**src/pkg/vcc_pkg.sv**
```systemverilog
// Register map, field positions and reset values of the comparator control block
package vcc_pkg;
    // ==========================================================
    // Bus and instance geometry
    localparam int unsigned NUM_CMP = 2;
    localparam int unsigned ADR_W   = 10;
    localparam int unsigned DAT_W   = 32;
    // ==========================================================
    // Register indices; byte address is four times the index
    localparam logic [7:0] IDX_CTRL0  = 8'h9B;
    localparam logic [7:0] IDX_CTRL1  = 8'h9A;
    localparam logic [7:0] IDX_MODE0  = 8'h9D;
    localparam logic [7:0] IDX_MODE1  = 8'h9C;
    localparam logic [7:0] IDX_MUX0   = 8'h9F;
    localparam logic [7:0] IDX_MUX1   = 8'h9E;
    localparam logic [7:0] IDX_RSTSRC = 8'hA0;
    // ==========================================================
    // Control register fields
    localparam int unsigned CTL_EN_BIT   = 7;
    localparam int unsigned CTL_OUT_BIT  = 6;
    localparam int unsigned CTL_RISE_BIT = 5;
    localparam int unsigned CTL_FALL_BIT = 4;
    localparam int unsigned CTL_HYP_HI   = 3;
    localparam int unsigned CTL_HYP_LO   = 2;
    localparam int unsigned CTL_HYN_HI   = 1;
    localparam int unsigned CTL_HYN_LO   = 0;
    // ==========================================================
    // Input mux, response mode and reset source fields
    localparam int unsigned MUX_NEG_HI = 6;
    localparam int unsigned MUX_NEG_LO = 4;
    localparam int unsigned MUX_POS_HI = 2;
    localparam int unsigned MUX_POS_LO = 0;
    localparam int unsigned MODE_HI    = 1;
    localparam int unsigned MODE_LO    = 0;
    localparam int unsigned RSTSRC_BIT = 0;
    // ==========================================================
    // Reset values and writable masks
    localparam logic [7:0] CTRL_RST   = 8'h00;
    localparam logic [7:0] MUX_RST    = 8'h00;
    localparam logic [7:0] MODE_RST   = 8'h00;
    localparam logic [7:0] RSTSRC_RST = 8'h00;
    localparam logic [7:0] MUX_MASK   = 8'h77;
    localparam logic [7:0] MODE_MASK  = 8'h03;
endpackage : vcc_pkg

```
**src/hdl/vcc_chan.sv**
```systemverilog
// One comparator channel: result synchroniser, edge detect and sticky edge flags
`timescale 1ns/1ns
module vcc_chan
(
    input  wire logic clk_in,
    input  wire logic rst_n_in,
    input  wire logic raw_in,
    input  wire logic enable_in,
    input  wire logic clr_rise_in,
    input  wire logic clr_fall_in,
    output logic      latched_out,
    output logic      rise_flag_out,
    output logic      fall_flag_out
);
    // ==========================================================
    // Synchroniser
    logic sync1_r;
    logic sync2_r;
    logic prev_r;
    logic rise_ev;
    logic fall_ev;

    always_ff @(posedge clk_in)
    begin
        if (!rst_n_in)
        begin
            sync1_r <= 1'b0;
            sync2_r <= 1'b0;
            prev_r  <= 1'b0;
        end
        else
        begin
            sync1_r <= raw_in;
            sync2_r <= sync1_r;
            prev_r  <= sync2_r;
        end
    end

    assign latched_out = sync2_r;
    // Edges seen while disabled are dropped, so turning off sets no flag
    assign rise_ev = enable_in & sync2_r & ~prev_r;
    assign fall_ev = enable_in & ~sync2_r & prev_r;

    // ==========================================================
    // Sticky flags; a new edge beats a clear in the same cycle
    always_ff @(posedge clk_in)
    begin
        if (!rst_n_in)
            rise_flag_out <= 1'b0;
        else if (rise_ev)
            rise_flag_out <= 1'b1;
        else if (clr_rise_in)
            rise_flag_out <= 1'b0;
    end

    always_ff @(posedge clk_in)
    begin
        if (!rst_n_in)
            fall_flag_out <= 1'b0;
        else if (fall_ev)
            fall_flag_out <= 1'b1;
        else if (clr_fall_in)
            fall_flag_out <= 1'b0;
    end

    // ==========================================================
    // Checks
    sync_delay_a: assert property (@(posedge clk_in) disable iff (!rst_n_in)
        $past(rst_n_in, 3) |-> latched_out == $past(raw_in, 2))
        else $error("latched output not two cycles behind input");
    rise_set_a: assert property (@(posedge clk_in) disable iff (!rst_n_in)
        rise_ev |=> rise_flag_out)
        else $error("rise flag not set after rising edge");
    fall_set_a: assert property (@(posedge clk_in) disable iff (!rst_n_in)
        fall_ev |=> fall_flag_out)
        else $error("fall flag not set after falling edge");
    flag_hold_a: assert property (@(posedge clk_in) disable iff (!rst_n_in)
        rise_flag_out && !clr_rise_in |=> rise_flag_out)
        else $error("rise flag dropped without a clear");
    fall_hold_a: assert property (@(posedge clk_in) disable iff (!rst_n_in)
        fall_flag_out && !clr_fall_in |=> fall_flag_out)
        else $error("fall flag dropped without a clear");
endmodule : vcc_chan

```
**src/hdl/vcc_top.sv**
```systemverilog
// Control and status logic for two voltage comparators behind a Wishbone slave
`timescale 1ns/1ns
// Behaviour
// - Two comparator channels share one control scheme and differ only in input choices and reset use.
// - Each channel gives a clock-latched output and a raw output that needs no clock.
// - A per-channel mux register holds positive and negative input selects that drive the pin mux.
// - A disabled comparator drives low on its pin outputs.
// - Each channel can request an interrupt on rising and on falling output edges.
// - A falling edge sets the fall flag and a rising edge sets the rise flag.
// - The flags stay set until software writes them clear, and software must clear them.
// - Bit 6 of the control register reads back the current comparator result.
// - Bit 7 of the control register enables the comparator when one and disables it when zero.
// - Control bits 3-2 set positive and bits 1-0 set negative hysteresis, code 11 meaning 20 mV.
// - A response-mode register per channel selects response time against supply current.
// - Only the first comparator may be chosen as a device reset source.
// - Results can be polled, raised as interrupt requests and routed to pins together.
module vcc_top
    import vcc_pkg::*;
(
    input  wire logic             REF_CLK_IN,
    input  wire logic             RST_N_IN,
    input  wire logic             WB_CYC_IN,
    input  wire logic             WB_STB_IN,
    input  wire logic             WB_WE_IN,
    input  wire logic [ADR_W-1:0] WB_ADR_IN,
    input  wire logic [3:0]       WB_SEL_IN,
    input  wire logic [DAT_W-1:0] WB_DAT_IN,
    output logic                  WB_ACK_OUT,
    output logic      [DAT_W-1:0] WB_DAT_OUT,
    input  wire logic             CMP0_RESULT_IN,
    input  wire logic             CMP1_RESULT_IN,
    output logic                  CMP0_RAW_OUT,
    output logic                  CMP1_RAW_OUT,
    output logic                  CMP0_LATCHED_OUT,
    output logic                  CMP1_LATCHED_OUT,
    output logic                  CMP0_ENABLE_OUT,
    output logic                  CMP1_ENABLE_OUT,
    output logic      [2:0]       CMP0_POS_SELECT_OUT,
    output logic      [2:0]       CMP0_NEG_SELECT_OUT,
    output logic      [2:0]       CMP1_POS_SELECT_OUT,
    output logic      [2:0]       CMP1_NEG_SELECT_OUT,
    output logic      [1:0]       CMP0_POS_HYST_OUT,
    output logic      [1:0]       CMP0_NEG_HYST_OUT,
    output logic      [1:0]       CMP1_POS_HYST_OUT,
    output logic      [1:0]       CMP1_NEG_HYST_OUT,
    output logic      [1:0]       CMP0_MODE_OUT,
    output logic      [1:0]       CMP1_MODE_OUT,
    output logic                  CMP0_RISE_FLAG_OUT,
    output logic                  CMP0_FALL_FLAG_OUT,
    output logic                  CMP1_RISE_FLAG_OUT,
    output logic                  CMP1_FALL_FLAG_OUT,
    output logic                  CMP0_RESET_REQ_OUT
);
    // ==========================================================
    // Index tables per channel
    localparam logic [7:0] IDX_CTRL [NUM_CMP] = '{IDX_CTRL0, IDX_CTRL1};
    localparam logic [7:0] IDX_MUX  [NUM_CMP] = '{IDX_MUX0, IDX_MUX1};
    localparam logic [7:0] IDX_MODE [NUM_CMP] = '{IDX_MODE0, IDX_MODE1};

    logic             ack_r;
    logic [DAT_W-1:0] dat_r;
    logic [7:0]       rd_nxt;
    logic [7:0]       adr_idx;
    logic             req;
    logic             wr_lane;
    logic             rd_req;

    logic [NUM_CMP-1:0] en_r;
    logic [3:0]         hyst_r [NUM_CMP];
    logic [7:0]         mux_r  [NUM_CMP];
    logic [1:0]         mode_r [NUM_CMP];
    logic               rstsrc_r;
    logic               rst_req_r;

    logic [NUM_CMP-1:0] result_in;
    logic [NUM_CMP-1:0] raw_gated;
    logic [NUM_CMP-1:0] lat;
    logic [NUM_CMP-1:0] rise;
    logic [NUM_CMP-1:0] fall;
    logic [NUM_CMP-1:0] wr_ctrl;
    logic [NUM_CMP-1:0] clr_rise;
    logic [NUM_CMP-1:0] clr_fall;

    // ==========================================================
    // Bus request decode
    assign adr_idx = WB_ADR_IN[ADR_W-1:2];
    assign req     = WB_CYC_IN & WB_STB_IN & ~ack_r;
    assign wr_lane = req & WB_WE_IN & WB_SEL_IN[0];
    assign rd_req  = req & ~WB_WE_IN;

    // Single wait state; ack always falls the cycle after it rose
    always_ff @(posedge REF_CLK_IN)
    begin
        if (!RST_N_IN)
            ack_r <= 1'b0;
        else
            ack_r <= req;
    end

    // ==========================================================
    // Raw path: gate only, so it follows the analog decision with no clock
    assign result_in = {CMP1_RESULT_IN, CMP0_RESULT_IN};
    assign raw_gated = result_in & en_r;

    // ==========================================================
    // Channels
    genvar gi;
    generate
        for (gi = 0; gi < NUM_CMP; gi++)
        begin : g_cmp
            assign wr_ctrl[gi]  = wr_lane & (adr_idx == IDX_CTRL[gi]);
            // Writing zero clears a flag; writing one leaves it alone
            assign clr_rise[gi] = wr_ctrl[gi] & ~WB_DAT_IN[CTL_RISE_BIT];
            assign clr_fall[gi] = wr_ctrl[gi] & ~WB_DAT_IN[CTL_FALL_BIT];

            vcc_chan i_vcc_chan
            (
                .clk_in        (REF_CLK_IN),
                .rst_n_in      (RST_N_IN),
                .raw_in        (raw_gated[gi]),
                .enable_in     (en_r[gi]),
                .clr_rise_in   (clr_rise[gi]),
                .clr_fall_in   (clr_fall[gi]),
                .latched_out   (lat[gi]),
                .rise_flag_out (rise[gi]),
                .fall_flag_out (fall[gi])
            );
        end
    endgenerate

    // ==========================================================
    // Control registers: enable and hysteresis
    always_ff @(posedge REF_CLK_IN)
    begin
        if (!RST_N_IN)
        begin
            for (int i = 0; i < NUM_CMP; i++)
            begin
                en_r[i]   <= CTRL_RST[CTL_EN_BIT];
                hyst_r[i] <= CTRL_RST[CTL_HYP_HI:CTL_HYN_LO];
            end
        end
        else
        begin
            for (int i = 0; i < NUM_CMP; i++)
            begin
                if (wr_ctrl[i])
                begin
                    en_r[i]   <= WB_DAT_IN[CTL_EN_BIT];
                    hyst_r[i] <= WB_DAT_IN[CTL_HYP_HI:CTL_HYN_LO];
                end
            end
        end
    end

    // ==========================================================
    // Input mux and response mode registers
    always_ff @(posedge REF_CLK_IN)
    begin
        if (!RST_N_IN)
        begin
            for (int i = 0; i < NUM_CMP; i++)
                mux_r[i] <= MUX_RST;
        end
        else
        begin
            for (int i = 0; i < NUM_CMP; i++)
            begin
                if (wr_lane && adr_idx == IDX_MUX[i])
                    mux_r[i] <= WB_DAT_IN[7:0] & MUX_MASK;
            end
        end
    end

    always_ff @(posedge REF_CLK_IN)
    begin
        if (!RST_N_IN)
        begin
            for (int i = 0; i < NUM_CMP; i++)
                mode_r[i] <= MODE_RST[MODE_HI:MODE_LO];
        end
        else
        begin
            for (int i = 0; i < NUM_CMP; i++)
            begin
                if (wr_lane && adr_idx == IDX_MODE[i])
                    mode_r[i] <= WB_DAT_IN[MODE_HI:MODE_LO];
            end
        end
    end

    // ==========================================================
    // Reset source, first comparator only
    always_ff @(posedge REF_CLK_IN)
    begin
        if (!RST_N_IN)
            rstsrc_r <= RSTSRC_RST[RSTSRC_BIT];
        else if (wr_lane && adr_idx == IDX_RSTSRC)
            rstsrc_r <= WB_DAT_IN[RSTSRC_BIT];
    end

    // Request while selected, enabled and the synchronised result is low
    always_ff @(posedge REF_CLK_IN)
    begin
        if (!RST_N_IN)
            rst_req_r <= 1'b0;
        else
            rst_req_r <= rstsrc_r & en_r[0] & ~lat[0];
    end

    // ==========================================================
    // Read data
    always_comb
    begin
        rd_nxt = 8'h00;
        for (int i = 0; i < NUM_CMP; i++)
        begin
            if (adr_idx == IDX_CTRL[i])
                rd_nxt = {en_r[i], lat[i], rise[i], fall[i], hyst_r[i]};
            if (adr_idx == IDX_MUX[i])
                rd_nxt = mux_r[i];
            if (adr_idx == IDX_MODE[i])
                rd_nxt = {6'h00, mode_r[i]};
        end
        if (adr_idx == IDX_RSTSRC)
            rd_nxt = {7'h00, rstsrc_r};
    end

    // Unmapped reads return zero; unmapped writes are acked and dropped
    always_ff @(posedge REF_CLK_IN)
    begin
        if (!RST_N_IN)
            dat_r <= 32'h0000_0000;
        else if (rd_req)
            dat_r <= {24'h00_0000, rd_nxt};
        else
            dat_r <= 32'h0000_0000;
    end

    // ==========================================================
    // Port map
    assign WB_ACK_OUT          = ack_r;
    assign WB_DAT_OUT          = dat_r;
    assign CMP0_RAW_OUT        = raw_gated[0];
    assign CMP1_RAW_OUT        = raw_gated[1];
    assign CMP0_LATCHED_OUT    = lat[0];
    assign CMP1_LATCHED_OUT    = lat[1];
    assign CMP0_ENABLE_OUT     = en_r[0];
    assign CMP1_ENABLE_OUT     = en_r[1];
    assign CMP0_POS_SELECT_OUT = mux_r[0][MUX_POS_HI:MUX_POS_LO];
    assign CMP0_NEG_SELECT_OUT = mux_r[0][MUX_NEG_HI:MUX_NEG_LO];
    assign CMP1_POS_SELECT_OUT = mux_r[1][MUX_POS_HI:MUX_POS_LO];
    assign CMP1_NEG_SELECT_OUT = mux_r[1][MUX_NEG_HI:MUX_NEG_LO];
    assign CMP0_POS_HYST_OUT   = hyst_r[0][CTL_HYP_HI:CTL_HYP_LO];
    assign CMP0_NEG_HYST_OUT   = hyst_r[0][CTL_HYN_HI:CTL_HYN_LO];
    assign CMP1_POS_HYST_OUT   = hyst_r[1][CTL_HYP_HI:CTL_HYP_LO];
    assign CMP1_NEG_HYST_OUT   = hyst_r[1][CTL_HYN_HI:CTL_HYN_LO];
    assign CMP0_MODE_OUT       = mode_r[0];
    assign CMP1_MODE_OUT       = mode_r[1];
    assign CMP0_RISE_FLAG_OUT  = rise[0];
    assign CMP0_FALL_FLAG_OUT  = fall[0];
    assign CMP1_RISE_FLAG_OUT  = rise[1];
    assign CMP1_FALL_FLAG_OUT  = fall[1];
    assign CMP0_RESET_REQ_OUT  = rst_req_r;

    // ==========================================================
    // Checks
    ack_pulse_a: assert property (@(posedge REF_CLK_IN) disable iff (!RST_N_IN)
        ack_r |=> !ack_r)
        else $error("ack held longer than one cycle");
    ack_answer_a: assert property (@(posedge REF_CLK_IN) disable iff (!RST_N_IN)
        req |=> ack_r)
        else $error("request not answered next cycle");
    raw_low_a: assert property (@(posedge REF_CLK_IN) disable iff (!RST_N_IN)
        !en_r[0] |-> !CMP0_RAW_OUT)
        else $error("disabled comparator drives its raw output");
    raw1_low_a: assert property (@(posedge REF_CLK_IN) disable iff (!RST_N_IN)
        !en_r[1] |-> !CMP1_RAW_OUT)
        else $error("disabled second comparator drives its raw output");
    lat_low_a: assert property (@(posedge REF_CLK_IN) disable iff (!RST_N_IN)
        !en_r[0] [*3] |-> !CMP0_LATCHED_OUT)
        else $error("disabled comparator drives latched output");
    state_read_a: assert property (@(posedge REF_CLK_IN) disable iff (!RST_N_IN)
        rd_req && adr_idx == IDX_CTRL0 |=> WB_DAT_OUT[CTL_OUT_BIT] == $past(lat[0]))
        else $error("output state bit does not match result");
    enable_wr_a: assert property (@(posedge REF_CLK_IN) disable iff (!RST_N_IN)
        wr_ctrl[1] |=> CMP1_ENABLE_OUT == $past(WB_DAT_IN[CTL_EN_BIT]))
        else $error("enable bit not taken from write");
    hyst_wr_a: assert property (@(posedge REF_CLK_IN) disable iff (!RST_N_IN)
        wr_ctrl[0] |=> CMP0_POS_HYST_OUT == $past(WB_DAT_IN[3:2])
                    && CMP0_NEG_HYST_OUT == $past(WB_DAT_IN[1:0]))
        else $error("hysteresis fields not taken from write");
    mux_wr_a: assert property (@(posedge REF_CLK_IN) disable iff (!RST_N_IN)
        wr_lane && adr_idx == IDX_MUX1
        |=> CMP1_NEG_SELECT_OUT == $past(WB_DAT_IN[6:4])
         && CMP1_POS_SELECT_OUT == $past(WB_DAT_IN[2:0]))
        else $error("input select not taken from write");
    mode_wr_a: assert property (@(posedge REF_CLK_IN) disable iff (!RST_N_IN)
        wr_lane && adr_idx == IDX_MODE0 |=> CMP0_MODE_OUT == $past(WB_DAT_IN[1:0]))
        else $error("response mode not taken from write");
    reset_req_a: assert property (@(posedge REF_CLK_IN) disable iff (!RST_N_IN)
        ##1 CMP0_RESET_REQ_OUT == $past(rstsrc_r && en_r[0] && !lat[0]))
        else $error("reset request wrong");
    clear_flag_a: assert property (@(posedge REF_CLK_IN) disable iff (!RST_N_IN)
        $fell(CMP0_RISE_FLAG_OUT) |-> $past(clr_rise[0]))
        else $error("rise flag cleared without a write");
endmodule : vcc_top

```
**config.mk**
```make
export PLATFORM = sky130hd
export DESIGN_NAME = vcc_top
export DESIGN_NICKNAME = d
export VERILOG_FILES = /design/src/pkg/vcc_pkg.sv /design/src/hdl/vcc_chan.sv /design/src/hdl/vcc_top.sv
export SDC_FILE = /design/constraint.sdc
export NUM_CORES = 1
export LEC_CHECK = 0
export BUFFER_PORTS_ARGS = -buffer_cell sky130_fd_sc_hd__buf_2
export CORE_AREA = 2 2 90 74
export DETAILED_ROUTE_END_ITERATION = 7
export DIE_AREA = 0 0 92 76
export GPL_TIMING_DRIVEN = 0
export PLACE_DENSITY_LB_ADDON = 0.12
export SYNTH_ARGS = -nofsm -noshare
export SYNTH_HDL_FRONTEND = slang
export SYNTH_HIERARCHICAL = 1
export SYNTH_SLANG_ARGS = --single-unit
```
**constraint.sdc**
```tcl
create_clock -name REF_CLK_IN -period 2.5 [get_ports REF_CLK_IN]
set_input_delay 0 -clock REF_CLK_IN [delete_from_list [all_inputs] [get_ports REF_CLK_IN]]
set_output_delay 0 -clock REF_CLK_IN [all_outputs]
set_load 0.01 [all_outputs]
```
==> results list <==
- Result of the run: finished, final reports clean
- F_max: 502.2 MHz
* Static Leakage: 0.001351 uW
* Number of global-route vias before repair: 1,653
* Worst slew pin tran: 0.9199 ns
- Later-pin clock latency in the skew report: 0.29 ns
- Across the run, the number of max-cap violations was 0.
* Post-detailed-route count of antenna-violating nets: 0
* Cell depth of the worst setup path: 4
- Die width: 92 um
- The worst path meets setup with 0.5087 ns of slack.
- Worst Setup Slack post-DPL: 0.2567 ns
- The core region is 0.006181 mm^2.
- Unrepaired setup endpoints after global routing: false
- Worst-case clock buffer depth: 2
* I/O pin total: 121
- Number of setup violations in the final report: 0
- The pre-antenna-repair detailed-routing pass consisted of 4 iterations.
* Setup tns final: 0 ns
- Largest net degree at the start of global routing: 18
- Count of flip-flops with a built-in enable after synthesis: 24
- The max-slew violation total from the final report is 0.
- Dividing the final minimum period by the clock period gives 79.65%.
* Number of hold buffers added after CTS: 1
* Instance count of the mapped netlist: 205
- Maximum clock skew at final layout: 0.004168 ns
* Critical path class: flop to flop
* Clock tree from TritonCTS: done
- Final layout net count: 355
- The H-tree generated during clock tree synthesis spans 2 levels.
- Number of placement rows: 26
* Area used by multi-input combinational logic: 940.9 um^2
* Clock transition time at the flip-flop clock pins of the worst setup and hold paths: 0.09 ns
* Clock Sink Count: 47
* Synth warn: 6
- Slowest cell on the critical path: sky130_fd_sc_hd__o21ai_0
- Peak supply drop: 0.3349 mV
- Data on the critical path arrives at its endpoint at 1.92 ns.
- For this run, asynchronously set or reset flops after synthesis account for 0%.
* Overall overflow remaining after global route: 0
* Worst path bufs/invs: 0
- FF-to-FF path depth: 4
- The floorplan step defined a die boundary enclosing 0.006992 mm^2.
* Iteration-0 DRC Markers: 89
* Vias: 1,761
- The first global-routing pass estimated 8645 um of wire.
* Startpoint kind of the worst setup timing path: flop
* Post CTS Setup Buffer Count: 0
- Critical path's largest stage delay: 0.75 ns
- Register-to-register setup slack: 0.51 ns
- Clock tree synthesis inserted a total of 5 buffers.
* Number of port buffers: 65
* Footprint of the flip-flops and latches: 0.001181 mm^2
- The layout has 601 filler cells.
* Starting density of the core: 36.40%
- Dividing the detail-routed wire length by the instance count gives 14.09 um.
- Once placement completed, the tool counted placed cells totaling 377.
* Resized cells post-CTS: 0
* Syn Area/Cell: 10.97 um^2
- Measured against its own limit, the worst slew margin works out to 38.02%.
- At the worst endpoint, the required time is 2.42 ns.
- Post-synthesis to final-layout area growth: 29.09%
* Total track usage: 15.93%
- Cells fill 46.98% of the core in the end.
- In the final layout, the share of cells above drive strength 1 is 38.94%.
- In this run the cell area of the synthesized design comes to 0.002250 mm^2.
- Number of distinct library cells after synthesis: 47
- Pwr per Cell Area: 539.2 mW/mm^2
* Clk Tree Root Cell: sky130_fd_sc_hd__clkbuf_8
- Cell-by-cell trace of the critical path: nor2b_1, and4_1, nand2_1, o21ai_0
- Routability-driven placement finished with a final weighted congestion of 0.8634.
* Estimated wirelength of the detail-placed design: 4220 um
- Post-detailed-route DRC marker count: 0
* Post-detailed-route via-to-cell ratio: 4.550
- Synthesized flop and latch total: 47
- Worst min-delay path category: input pin to flop
* Number of antenna violations at the first check in global routing: 0
* Final critical path time including I/O delays and setup: 1.991 ns
* Non-Filler Instances: 387
- Of the synthesized area, sequential elements account for 52.50%.
- Count of final hold-check violations: 0
- The routed design has 5451 um of wire.
- STA classifies the critical path endpoint as a flop.
* Die Ht: 76 um
- The repair_antennas step left the layout with diodes totalling 0.
- Kind of cell adding the most delay to the critical path: compound AO/OA/AOI/OAI gates
- Among all flip-flop cells after synthesis, the most frequent one is sky130_fd_sc_hd__edfxtp_1.
* Cell depth of the worst hold path: 2
- Crit Path Max Fanout: 6
==> final cells by class <==
class | count | area share [%]
clock buffers | 8 | 4.222
well taps | 84 | 3.619
multi-input cells | 149 | 32.40
flip-flops and latches | 47 | 40.67
plain buffers | 31 | 7.238
repair buffers | 67 | 11.72
inverters | 1 | 0.1293
==> layer usage <==
metal | GRT usage, % | vias up | part of all wire, %
met5 | 0 | - | 0
met3 | 4.055 | 2 | 7.8
li1 | - | 897 | -
met1 | 23.38 | 791 | 47
met2 | 23.16 | 71 | 44
met4 | 4.776 | 0 | 0.42
==> registers in the layout, indices dropped and copies added, names as in the netlist <==
register and cells:
CMP0_RESET_REQ_OUT 1, rstsrc_r 1, en_r 2, g_cmp.i_vcc_chan/rise_flag_out 2, g_cmp.i_vcc_chan/fall_flag_out 2, mux_r 12
g_cmp.i_vcc_chan/prev_r 2, hyst_r 8, g_cmp.i_vcc_chan/latched_out 2, WB_ACK_OUT 1, mode_r 4, g_cmp.i_vcc_chan/sync1_r 2
WB_DAT_OUT 8
==> path summary, 6_finish.rpt <==
kind / start / endpoint
min reg2reg: g_cmp[1].i_vcc_chan/sync1_r / g_cmp[1].i_vcc_chan/latched_out
min: WB_DAT_IN[3] / hyst_r[0][7]
max: WB_ACK_OUT / mux_r[0][1]
max reg2reg: WB_ACK_OUT / mux_r[0][1]
==> per-stage QoR <==
step	hold slack, ns	total power (uW)	instance area, um^2
6_report	0.01609	1566	2904
5_1_grt	0.01303	1629	2904
4_1_cts	0.001919	1581	2899
3_5_place_dp	0.2961	1014	2766
3_3_place_gp	0.2918	1014	2766
2_1_floorplan	0.1320	951.4	2336
==> layout by cell type (no fill, tap or decap), types with 3 or more instances in the layout <==
| cell | synthesis | final |
|---|---|---|
| sky130_fd_sc_hd__a211oi_1 | 3 | 3 |
| sky130_fd_sc_hd__and2_1 | 12 | 12 |
| sky130_fd_sc_hd__and2_2 | 6 | 6 |
| sky130_fd_sc_hd__and4b_1 | 3 | 3 |
| sky130_fd_sc_hd__buf_2 | 3 | 68 |
| sky130_fd_sc_hd__buf_4 | 24 | 24 |
| sky130_fd_sc_hd__clkbuf_1 | 2 | 3 |
| sky130_fd_sc_hd__clkbuf_8 | 0 | 5 |
| sky130_fd_sc_hd__conb_1 | 1 | 24 |
| sky130_fd_sc_hd__dfxtp_1 | 23 | 23 |
| sky130_fd_sc_hd__edfxtp_1 | 24 | 24 |
| sky130_fd_sc_hd__mux2_2 | 4 | 4 |
| sky130_fd_sc_hd__mux2i_1 | 4 | 4 |
| sky130_fd_sc_hd__nand2_1 | 14 | 14 |
| sky130_fd_sc_hd__nand3_1 | 4 | 4 |
| sky130_fd_sc_hd__nand3b_1 | 5 | 5 |
| sky130_fd_sc_hd__nand4_1 | 3 | 3 |
| sky130_fd_sc_hd__nand4b_1 | 5 | 5 |
| sky130_fd_sc_hd__nor2_1 | 12 | 12 |
| sky130_fd_sc_hd__nor3_1 | 6 | 6 |
| sky130_fd_sc_hd__nor3b_1 | 4 | 4 |
| sky130_fd_sc_hd__o21ai_0 | 4 | 4 |
| sky130_fd_sc_hd__o22ai_1 | 4 | 4 |
| sky130_fd_sc_hd__o31ai_1 | 4 | 4 |
==> power breakdown <==
part           internal, uW  switching [uW]
Sequential              823            9.16
Clock                   319             247
Combinational          70.8            96.1
==> worst register-to-register path, delay by kind of cell, from the launching register on <==
family / cells / cell delay [ns]
flops: 1 / 0.33
simple gates: 3 / 0.54
compound gates: 1 / 0.75
==> cells by family after synthesis <==
logic type | after synthesis | share of synthesized area [%]
buffers and inverters | 32 | 9.510
DFF | 47 | 52.50
muxes | 8 | 3.782
other | 1 | 0.1667
and+or+nand+nor | 91 | 25.81
AOI/OAI and AO/OA | 26 | 8.232
==> cells in the mapped netlist, types with 3 or more instances <==
cell | n | area, um^2
sky130_fd_sc_hd__buf_4 | 24 | 180.2
sky130_fd_sc_hd__edfxtp_1 | 24 | 720.7
sky130_fd_sc_hd__dfxtp_1 | 23 | 460.4
sky130_fd_sc_hd__nand2_1 | 14 | 52.55
sky130_fd_sc_hd__and2_1 | 12 | 75.07
sky130_fd_sc_hd__nor2_1 | 12 | 45.04
sky130_fd_sc_hd__and2_2 | 6 | 45.04
sky130_fd_sc_hd__nor3_1 | 6 | 30.03
sky130_fd_sc_hd__nand3b_1 | 5 | 37.54
sky130_fd_sc_hd__nand4b_1 | 5 | 43.79
sky130_fd_sc_hd__mux2_2 | 4 | 45.04
sky130_fd_sc_hd__mux2i_1 | 4 | 40.04
sky130_fd_sc_hd__nand3_1 | 4 | 20.02
sky130_fd_sc_hd__nor3b_1 | 4 | 30.03
sky130_fd_sc_hd__o21ai_0 | 4 | 20.02
sky130_fd_sc_hd__o22ai_1 | 4 | 25.02
sky130_fd_sc_hd__o31ai_1 | 4 | 30.03
sky130_fd_sc_hd__a211oi_1 | 3 | 22.52
sky130_fd_sc_hd__and4b_1 | 3 | 30.03
sky130_fd_sc_hd__buf_2 | 3 | 15.01
sky130_fd_sc_hd__nand4_1 | 3 | 18.77
(Power assumes the default switching activity.)
